==> src/rtl/plcp_rx_pkg.sv <==
package plcp_rx_pkg;
	localparam int          DATA_W       = 16;
	localparam int          ADDR_W       = 8;
	localparam int          COUNT_W      = 16;
	localparam int          NUM_COUNTERS = 3;

	// Register offsets within the port.
	localparam logic [7:0]  CTRL_OFS     = 8'h62;
	localparam logic [7:0]  LIVE_OFS     = 8'h64;
	localparam logic [7:0]  LATCH1_OFS   = 8'h68;
	localparam logic [7:0]  LATCH2_OFS   = 8'h6A;
	localparam logic [7:0]  IRQ_EN1_OFS  = 8'h6C;
	localparam logic [7:0]  IRQ_EN2_OFS  = 8'h6E;
	localparam logic [7:0]  FRM_CNT_OFS  = 8'h70;
	localparam logic [7:0]  PAR_CNT_OFS  = 8'h72;
	localparam logic [7:0]  RE_CNT_OFS   = 8'h74;
	localparam logic [7:0]  F1_G1_OFS    = 8'h76;

	// Reset values.
	localparam logic [15:0] REG_RESET    = 16'h0000;

	// Control register fields.
	localparam int          ECC_BIT      = 1;
	localparam int          FCS_BIT      = 2;

	// First latched and enable register fields.
	localparam int          REM_ERR_BIT  = 13;
	localparam int          PAR_ERR_BIT  = 12;
	localparam int          FRM_ERR_BIT  = 11;
	localparam int          LOF_BIT      = 8;
	localparam int          REIC_BIT     = 5;
	localparam int          PEC_BIT      = 4;
	localparam int          FEC_BIT      = 3;
	localparam int          RAI_BIT      = 2;
	localparam int          COFA_BIT     = 1;
	localparam int          OOF_BIT      = 0;
	localparam logic [15:0] LATCH1_MASK  = 16'h393F;

	// Second latched and enable register fields.
	localparam int          OVH_LSB      = 2;
	localparam int          OVH_W        = 9;
	localparam int          LSS_BIT      = 1;
	localparam int          LSSU_BIT     = 0;
	localparam logic [15:0] LATCH2_MASK  = 16'h07FF;
	localparam logic [15:0] E3_OFF_MASK  = 16'h0700;

	// Field placement of the F1 and link status readback.
	localparam int          F1_LSB       = 8;
	localparam int          LSS_W        = 3;

	// Counter indices.
	localparam int          FRM_IDX      = 0;
	localparam int          PAR_IDX      = 1;
	localparam int          RE_IDX       = 2;

	// Full frames after recovery before parity counting resumes.
	localparam logic [1:0]  PARITY_RESUME_FRAMES = 2'd2;
endpackage : plcp_rx_pkg

==> src/rtl/err_tally.sv <==
`timescale 1ns/1ps
module err_tally
	import plcp_rx_pkg::*;
#(
	parameter int WIDTH = COUNT_W
) (
	input  wire logic             sys_clk,
	input  wire logic             rst_n,
	input  wire logic             count_inc,
	input  wire logic             snapshot,
	output logic      [WIDTH-1:0] held,
	output logic                  running_nz
);
	logic [WIDTH-1:0] running;
	logic [WIDTH-1:0] next_running;

	// Saturation keeps a flood of errors from wrapping to a small figure.
	always_comb begin
		next_running = running;
		if (count_inc && (running != {WIDTH{1'b1}})) begin
			next_running = running + {{(WIDTH-1){1'b0}}, 1'b1};
		end
	end

	always_ff @(posedge sys_clk) begin
		if (!rst_n) begin
			running <= '0;
			held    <= '0;
		end else if (snapshot) begin
			held    <= next_running;
			running <= '0;
		end else begin
			running <= next_running;
		end
	end

	assign running_nz = (running != '0);
endmodule : err_tally

==> src/rtl/plcp_rx_status.sv <==
// Behaviour
// - parity irq needs enable 12, flag, port enable
// - framing irq needs enable 11, flag, port enable
// - frame loss irq needs enable 8
// - bits 5..3 gate count-nonzero flags
// - bits 2..0 gate alarm, alignment, out-of-frame changes
// - zero suppresses, one allows each source
// - Z6..Z4 enables ignored in E3 mode
// - bits 7..5 gate Z3..Z1 changes
// - bits 4..2 gate M2, M1, F1 changes
// - bits 1..0 gate link status changes
// - sixteen bit framing error count readable
// - sixteen bit parity error count readable
// - sixteen bit remote error count readable
// - counters change only on monitor update
// - second enable and counters reset zero
// - parity error sets parity latched flag
// - any out-of-frame change sets its flag
// - no counting in out-of-frame unless enabled
// - select byte errors or out-of-frame events
//
// Added by the designer: the plain strobed port.
`timescale 1ns/1ps
module plcp_rx_status
	import plcp_rx_pkg::*;
(
	input  wire logic              sys_clk,
	input  wire logic              rst_n,
	input  wire logic [ADDR_W-1:0] addr,
	input  wire logic [DATA_W-1:0] wr_data,
	input  wire logic              wr_en,
	input  wire logic              rd_en,
	output logic      [DATA_W-1:0] rd_data,
	input  wire logic              port_status_irq_en,
	input  wire logic              perf_monitor_update,
	input  wire logic              e3_mode,
	input  wire logic              frame_start,
	input  wire logic              out_of_frame,
	input  wire logic              loss_of_frame,
	input  wire logic              remote_alarm,
	input  wire logic              link_unstable,
	input  wire logic [LSS_W-1:0]  link_state,
	input  wire logic [7:0]        f1_byte,
	input  wire logic              framing_byte_err,
	input  wire logic              parity_err,
	input  wire logic              remote_err,
	input  wire logic              align_change,
	input  wire logic [OVH_W-1:0]  ovh_byte_change,
	output logic                   irq
);
	logic [DATA_W-1:0] ctrl;
	logic [DATA_W-1:0] irq_en1;
	logic [DATA_W-1:0] irq_en2;
	logic [DATA_W-1:0] latch1;
	logic [DATA_W-1:0] latch2;
	logic [DATA_W-1:0] next_latch1;
	logic [DATA_W-1:0] next_latch2;
	logic [DATA_W-1:0] set1;
	logic [DATA_W-1:0] set2;
	logic [DATA_W-1:0] en2_eff;
	logic [DATA_W-1:0] live;
	logic              oof_q;
	logic              lof_q;
	logic              rai_q;
	logic              lssu_q;
	logic [LSS_W-1:0]  lss_q;
	logic [1:0]        frames_ok;
	logic [2:0]        nz_q;
	logic [2:0]        cnt_nz;
	logic [2:0]        cnt_inc;
	logic [COUNT_W-1:0] cnt_held [NUM_COUNTERS];
	logic              ecc;
	logic              fcs;
	logic              count_ok;
	logic              parity_ok;
	logic              next_irq;

	assign ecc = ctrl[ECC_BIT];
	assign fcs = ctrl[FCS_BIT];

	// Software registers.
	always_ff @(posedge sys_clk) begin
		if (!rst_n) begin
			ctrl    <= REG_RESET;
			irq_en1 <= REG_RESET;
			irq_en2 <= REG_RESET;
		end else if (wr_en) begin
			unique case (addr)
				CTRL_OFS:    ctrl    <= wr_data;
				IRQ_EN1_OFS: irq_en1 <= wr_data & LATCH1_MASK;
				IRQ_EN2_OFS: irq_en2 <= wr_data & LATCH2_MASK;
				default:     ;
			endcase
		end
	end

	// Previous values of the live status for change detection.
	always_ff @(posedge sys_clk) begin
		if (!rst_n) begin
			oof_q  <= 1'b0;
			lof_q  <= 1'b0;
			rai_q  <= 1'b0;
			lssu_q <= 1'b0;
			lss_q  <= '0;
			nz_q   <= '0;
		end else begin
			oof_q  <= out_of_frame;
			lof_q  <= loss_of_frame;
			rai_q  <= remote_alarm;
			lssu_q <= link_unstable;
			lss_q  <= link_state;
			nz_q   <= cnt_nz;
		end
	end

	// Parity counting waits for two full frames after framing returns.
	always_ff @(posedge sys_clk) begin
		if (!rst_n) begin
			frames_ok <= 2'd0;
		end else if (out_of_frame) begin
			frames_ok <= 2'd0;
		end else if (frame_start && (frames_ok != PARITY_RESUME_FRAMES)) begin
			frames_ok <= frames_ok + 2'd1;
		end
	end

	assign count_ok  = ecc || !out_of_frame;
	assign parity_ok = ecc || (!out_of_frame && (frames_ok == PARITY_RESUME_FRAMES));

	always_comb begin
		cnt_inc = '0;
		if (fcs) begin
			cnt_inc[FRM_IDX] = out_of_frame && !oof_q;
		end else begin
			cnt_inc[FRM_IDX] = framing_byte_err && count_ok;
		end
		cnt_inc[PAR_IDX] = parity_err && parity_ok;
		cnt_inc[RE_IDX] = remote_err && count_ok;
	end

	genvar gi;
	generate
		for (gi = 0; gi < NUM_COUNTERS; gi++) begin : g_count
			err_tally #(
				.WIDTH(COUNT_W)
			) u_tally (
				.sys_clk   (sys_clk),
				.rst_n     (rst_n),
				.count_inc (cnt_inc[gi]),
				.snapshot  (perf_monitor_update),
				.held      (cnt_held[gi]),
				.running_nz(cnt_nz[gi])
			);
		end
	endgenerate

	// Events that set the latched flags.
	always_comb begin
		set1 = '0;
		set1[REM_ERR_BIT] = remote_err;
		set1[PAR_ERR_BIT] = parity_err;
		set1[FRM_ERR_BIT] = framing_byte_err;
		set1[LOF_BIT]  = loss_of_frame != lof_q;
		set1[REIC_BIT] = cnt_nz[RE_IDX] && !nz_q[RE_IDX];
		set1[PEC_BIT]  = cnt_nz[PAR_IDX] && !nz_q[PAR_IDX];
		set1[FEC_BIT]  = cnt_nz[FRM_IDX] && !nz_q[FRM_IDX];
		set1[RAI_BIT]  = remote_alarm != rai_q;
		set1[COFA_BIT] = align_change;
		set1[OOF_BIT]  = out_of_frame != oof_q;
		set2 = '0;
		set2[OVH_LSB +: OVH_W] = ovh_byte_change;
		set2[LSS_BIT]  = link_state != lss_q;
		set2[LSSU_BIT] = link_unstable != lssu_q;
		if (e3_mode) begin
			set2 = set2 & ~E3_OFF_MASK;
		end
	end

	// Write one to clear; a new event in the same cycle wins.
	always_comb begin
		next_latch1 = latch1 | set1;
		next_latch2 = latch2 | set2;
		if (wr_en && (addr == LATCH1_OFS)) begin
			next_latch1 = (latch1 & ~wr_data) | set1;
		end
		if (wr_en && (addr == LATCH2_OFS)) begin
			next_latch2 = (latch2 & ~wr_data) | set2;
		end
	end

	always_ff @(posedge sys_clk) begin
		if (!rst_n) begin
			latch1 <= REG_RESET;
			latch2 <= REG_RESET;
		end else begin
			latch1 <= next_latch1 & LATCH1_MASK;
			latch2 <= next_latch2 & LATCH2_MASK;
		end
	end

	// Z6 to Z4 enables mean nothing on an E3 line.
	assign en2_eff = e3_mode ? (irq_en2 & ~E3_OFF_MASK) : irq_en2;

	// Each enable bit is a plain AND: one passes its flag, zero hides it; in E3 mode Z6 to Z4 pass nothing.
	assign next_irq = port_status_irq_en &&
		(|(latch1 & irq_en1) || |(latch2 & en2_eff));

	always_ff @(posedge sys_clk) begin
		if (!rst_n) begin
			irq <= 1'b0;
		end else begin
			irq <= next_irq;
		end
	end

	always_comb begin
		live = '0;
		live[LOF_BIT]  = loss_of_frame;
		live[REIC_BIT] = cnt_nz[RE_IDX];
		live[PEC_BIT]  = cnt_nz[PAR_IDX];
		live[FEC_BIT]  = cnt_nz[FRM_IDX];
		live[RAI_BIT]  = remote_alarm;
		live[OOF_BIT]  = out_of_frame;
	end

	// Read data stand for exactly one cycle after the strobe.
	always_ff @(posedge sys_clk) begin
		if (!rst_n) begin
			rd_data <= '0;
		end else if (rd_en) begin
			unique case (addr)
				CTRL_OFS:    rd_data <= ctrl;
				LIVE_OFS:    rd_data <= live;
				LATCH1_OFS:  rd_data <= latch1;
				LATCH2_OFS:  rd_data <= latch2;
				IRQ_EN1_OFS: rd_data <= irq_en1;
				IRQ_EN2_OFS: rd_data <= irq_en2;
				FRM_CNT_OFS: rd_data <= cnt_held[FRM_IDX];
				PAR_CNT_OFS: rd_data <= cnt_held[PAR_IDX];
				RE_CNT_OFS:  rd_data <= cnt_held[RE_IDX];
				F1_G1_OFS:   rd_data <= {f1_byte, 5'h00, link_state};
				default:     rd_data <= '0;
			endcase
		end else begin
			rd_data <= '0;
		end
	end
endmodule : plcp_rx_status

==> config.mk <==
export PLATFORM = sky130hd
export DESIGN_NAME = plcp_rx_status
export DESIGN_NICKNAME = d
export VERILOG_FILES = /design/src/rtl/plcp_rx_pkg.sv /design/src/rtl/err_tally.sv /design/src/rtl/plcp_rx_status.sv
export SDC_FILE = /design/constraint.sdc
export NUM_CORES = 1
export LEC_CHECK = 0
export BUFFER_PORTS_ARGS = -buffer_cell sky130_fd_sc_hd__buf_2
export CAP_MARGIN = 15
export CORE_MARGIN = 1.5
export CORE_UTILIZATION = 55
export CTS_BUF_LIST = sky130_fd_sc_hd__clkbuf_4 sky130_fd_sc_hd__clkbuf_8
export DETAILED_ROUTE_END_ITERATION = 6
export HOLD_SLACK_MARGIN = 0.08
export PLACE_DENSITY_LB_ADDON = 0.15
export SLEW_MARGIN = 20
export SYNTH_ARGS = -nofsm -noshare
export SYNTH_HDL_FRONTEND = slang
export SYNTH_SLANG_ARGS = --single-unit
==> constraint.sdc <==
create_clock -name sys_clk -period 4.6 [get_ports sys_clk]
set_input_delay 0.23 -clock sys_clk [delete_from_list [all_inputs] [get_ports sys_clk]]
set_output_delay 0.23 -clock sys_clk [all_outputs]
set_load 0.01 [all_outputs]
# Word-level counts from Yosys, hierarchy flattened
# Index checks and enable logic that the tools add are counted.
# op_classes
addsub,4
bitwise,10
mux,9
n_eq_ne,20
reduce_logical,34
# ops
operator,count
$pmux 16 s10,1
$eq 8x7->1 const B,10
$add 16x1->16 const B,3
$mux 16,3
$ne 16x16->1 const B,3
$reduce_bool 16->1,3
$mux 11,3
$reduce_or 16->1,2
$and 14x14->14,2
$or 14x14->14,2
$and 11x11->11,2
$or 11x11->11,2
$logic_and 1x1->1,15
$mux 14,1
$not 14->14,1
$reduce_and 2->1,4
$logic_not 1->1,5
$ne 1x1->1,4
$reduce_or 2->1,2
$logic_or 1x1->1,3
$ne 3x3->1,1
$add 2x1->2 const B,1
$eq 2x2->1 const B,1
$ne 2x2->1 const B,1
2 further kinds,2
# totals
elab_cells,97
register_bits,183
output_inout_bits,17
in_bits,60

# Depth between registers and ports, before layout
# logic_depth
ltp_word,6
mapped_depth,10
ltp_nobuf,7

# By module
# A second synthesis with hierarchy kept.
# hier_totals
cells_unflattened,1038
hier_area_um2,9547.9
# modules_own_cells
module,area_per_inst_um2,n_inst,cells_per_inst
err_tally,1684.1,3,185
plcp_rx_status,4495.6,1,483

# Worst setup path after synthesis
# Ideal clock, no wire load.
# synth_path
kind,register -> register
startpoint,reg g_count[0].u_tally.running[0]
endpoint,reg g_count[0].u_tally.held[15]
setup_slack_ns,2.695
arrival_time_ns,1.831
path_buffers,0
stages_incl_launch_ff,7
setup_time_ns,0.074
period_less_slack_ns,1.905
path_cell_list,dfxtp_1 -> ha_1 -> nand3_1 -> nor4_2 -> or4b_4 -> or4_1 -> a31oi_1
# synth_between
elab_chain_cells,3
# synth_rtl
element,line,rtl
from (decl),err_tally.sv:14,logic [WIDTH-1:0] running;
from (signal assigned),err_tally.sv:33,running <= next_running;
branches (longest 2 deep; another with $add 16x1->16),--,
$mux 16 *,err_tally.sv:20,if (count_inc && (running != {WIDTH{1'b1}})) begin
to (signal assigned),err_tally.sv:30,held <= next_running;
to (decl),err_tally.sv:11,"output logic [WIDTH-1:0] held,"
# Mark *: on every way between the ends.
# A chain may end at the register's enable or synchronous reset.

# Final worst setup path
# layout_path
startpoint,in addr[1]
endpoint,reg ctrl[8]
# layout_between
elab_chain_cells,2
# layout_rtl
element,line,rtl
from (decl),plcp_rx_status.sv:29,"input wire logic [ADDR_W-1:0] addr,"
$eq 8x7->1,plcp_rx_status.sv:88,unique case (addr)
$reduce_and 2->1 (no source line),--,
to (signal assigned),plcp_rx_status.sv:89,CTRL_OFS: ctrl <= wr_data;
to (decl),plcp_rx_status.sv:51,logic [DATA_W-1:0] ctrl;
# Every way passes these cells.

==> impl_metrics.ini <==
[worst_hold_path]
holdCritPathClass = input port to flop
worstHoldStart = wr_data[5]

[clock_tree]
cts.sinks = 183
clock_path_buffers = 2
worstSkewPairLatency_ns = 0.48
cts_tree = yes
cts_root_buf = clkbuf_8
cts_buffers = 17
cts_hold_buf = 39
htreeDepth = 4
cts_setup_buffers = 0
cts_resized = 0
path_clk_slew_ns = 0.08

[die]
core_um2 = 14600
dieArea_um2 = 15800
die_w_um = 126
num_rows = 44
dieHeight_um = 126
pin_count = 77
start_util = 0.567

[placed_design]
placed_cell_area_um2 = 8760
dp.cells = 1156
io_buffers = 76
place_congestion = 0.971
dpl.hpwl_mm = 17.1

[final_layout]
seq_area_um2 = 3660
postLayoutCoreUtil = 0.651
syn_to_final_growth_pct = 14.9
finalInstanceArea_um2 = 9540
nNetsFinal = 1098
multi_input_area_um2 = 4370
drive_gt1_frac = 0.131
final_cell_count_no_fill = 1226
fillCellCount = 1243
n_antenna_cell = 0

[routing]
drtIter0Drc = 789
dr.pass1.iters = 7
viasPerCell = 6.01
num_vias = 7365
wirelength_mm = 23.8
antenna_left = 0
drc = 8
wl_per_cell_um = 19.4

[global_route]
overflow = 0
antenna_found_initial = 0
grt_pass1_wl_mm = 37.4
grt_usage = 0.305
grt_max_degree = 54
grt_pass1_vias = 6828

[yosys]
yosys.area_share.simple = 0.230
netlist.area_leader.share = 0.441
muxShareOfSynthArea = 0.0669
netlist_area_um2 = 8300
synth_top_family_by_area = simple AND/OR/NAND/NOR gates
synth_compound_area_frac = 0.174
synth_fp_nets = 1009
ys_ff_latch = 183
synth.area.top_cells = dfxtp_1 (44%), mux2i_1 (5.1%), nand2_1 (4.2%)
syn_area_per_cell_um2 = 8.82
ys_seq_area_frac = 0.441
syn_inst = 941
postSynth.asyncResetShare = 0
ys_warn_count = 0
ys_types = 68
synth.most_common_cell = dfxtp_1
yosysTopAreaCell = dfxtp_1
synthXorXnorAreaFrac = 0.0422
synthAdderAreaFrac = 0.0121
synth_common_cells = dfxtp_1 (183), nand2_1 (93), nor2_1 (72)
yosys_most_used_dff = dfxtp_1
synth_enable_flop_cells = 0

[setup_path]
worstSetupEndpointType = flop
crit_arrival_ns = 2.86
rr_startpoint = g_count[1].u_tally.running[0]$_SDFF_PP0_
crit_start = addr[1]
critPathLaunchType = input port
path_max_fanout = 29
cp.required_ns = 5.00
criticalPathCategory = input port to flop

[sta]
finalHoldViolations = 0
rsz0062_at_grt = no
maxSlewViolCount = 0
timing.fmax_mhz = 406
worstMarginPinSlew_ns = 0.985
finalSetupViolCount = 0
max_slew_margin = 0.340
period_needed_ns = 2.46
clock_skew_ns = 0.0127
fin_setup_tns_ns = 0
timing.final.crit_share = 0.535

[flow_run]
max_cap_viol_count = 0

[run_status]
violations = design-rule violations
outcome = finished with violations

[pwr]
p_int_w = 0.00225
p_switching_w = 0.000712
clockPowerShare = 0.372
leakagePower_nw = 3.48
power_switching_share = 0.241
p_per_area_nw_per_um2 = 310
seqPwrFrac = 0.554
ir_drop_v = 0.000224
pwr-share-comb = 0.074
-- cells by family after synthesis --
logic type	count (synthesis)
AO/OA/AOI/OAI	223
XOR/XNOR	40
adder cells (fa/ha/maj)	8
buffers and inverters	69
flip-flops	183
AND/OR/NAND/NOR	365
multiplexers	53
-- final cells by class --
class / instances / area share
clock buffer: 23 / 0.0312
clock inverter: 8 / 0.0101
inverter: 18 / 0.00708
multi-input combinational: 689 / 0.458
sequential: 183 / 0.384
tap: 184 / 0.0241
timing repair buffer: 121 / 0.0855
-- critical path: stages --
cell,delay [ns]
buf_2,0.54
nor2b_1,0.57
and3_1,0.53
and2_1,0.64
nand2_1,0.14
a21boi_0,0.18
-- path summary, 6_finish.rpt --
| path | to | slack (ns) | depth (start not counted) |
|---|---|---|---|
| max | ctrl[8]$_SDFFE_PN0P_ | 2.14 | 6 |
| min | ctrl[5]$_SDFFE_PN0P_ | 0.1 | 3 |
| max reg2reg | g_count[1].u_tally.held[5]$_SDFFE_PN0P_ | 2.35 | 6 |
| min reg2reg | ctrl[7]$_SDFFE_PN0P_ | 0.46 | 2 |
-- per-stage QoR --
step | setup WS (ns) | hold WS, ns | total power (W)
final | 2.14 | 0.0974 | 0.00296
after global routing | 1.98 | 0.0827 | 0.00306
after CTS | 2.26 | 0.0813 | 0.00296
after detailed placement | 1.79 | 0.446 | 0.00186
after global placement | 1.85 | 0.442 | 0.00186
after floorplan | 2.70 | 0.331 | 0.00178
-- sequential cells by signal (all words and copies together), names as in the netlist --
| name | flops |
|---|---|
| g_count.u_tally.held | 48 |
| g_count.u_tally.running | 48 |
| ctrl | 16 |
| rd_data | 16 |
| irq_en2 | 11 |
| latch2 | 11 |
| irq_en1 | 10 |
| latch1 | 10 |
| lss_q | 3 |
| nz_q | 3 |
| frames_ok | 2 |
| irq | 1 |
| lof_q | 1 |
| lssu_q | 1 |
| oof_q | 1 |
| rai_q | 1 |
-- placed cells by master (no fill, tap or decap), types with 8 or more instances in the layout --
cell type / instances
buf_2: 76
nor4_1: 14
a21boi_0: 20
nor2_1: 72
nand3_1: 29
xnor2_1: 27
clkbuf_8: 20
ha_1: 8
nor3_1: 24
o21ai_0: 56
a21oi_1: 47
a22oi_1: 21
dlygate4sd3_1: 39
inv_1: 18
and2_1: 11
nor2b_1: 40
a31oi_1: 19
xor2_1: 13
dfxtp_1: 183
nand2_1: 93
mux2_2: 10
and3_1: 11
mux2i_1: 42
nand4_1: 19
nor4b_1: 8
-- metal layers --
layer,global-route usage,share of wire,vias to the layer above
li1,-,-,3580
met1,0.423,0.46,3465
met2,0.471,0.45,271
met3,0.0599,0.064,49
met4,0.115,0.028,0
met5,0,0,-
-- power by group through the flow --
stage | Clock [W] | Sequential, W | Combinational [W]
detailed placement | 0 | 0.00167 | 0.000189
CTS | 0.00111 | 0.00164 | 0.000216
global placement | 0 | 0.00168 | 0.000187
floorplan | 0 | 0.00166 | 0.000115
finish | 0.00110 | 0.00164 | 0.000219
global route | 0.00118 | 0.00164 | 0.000237
Note: power is estimated with default switching activity, not from simulation.
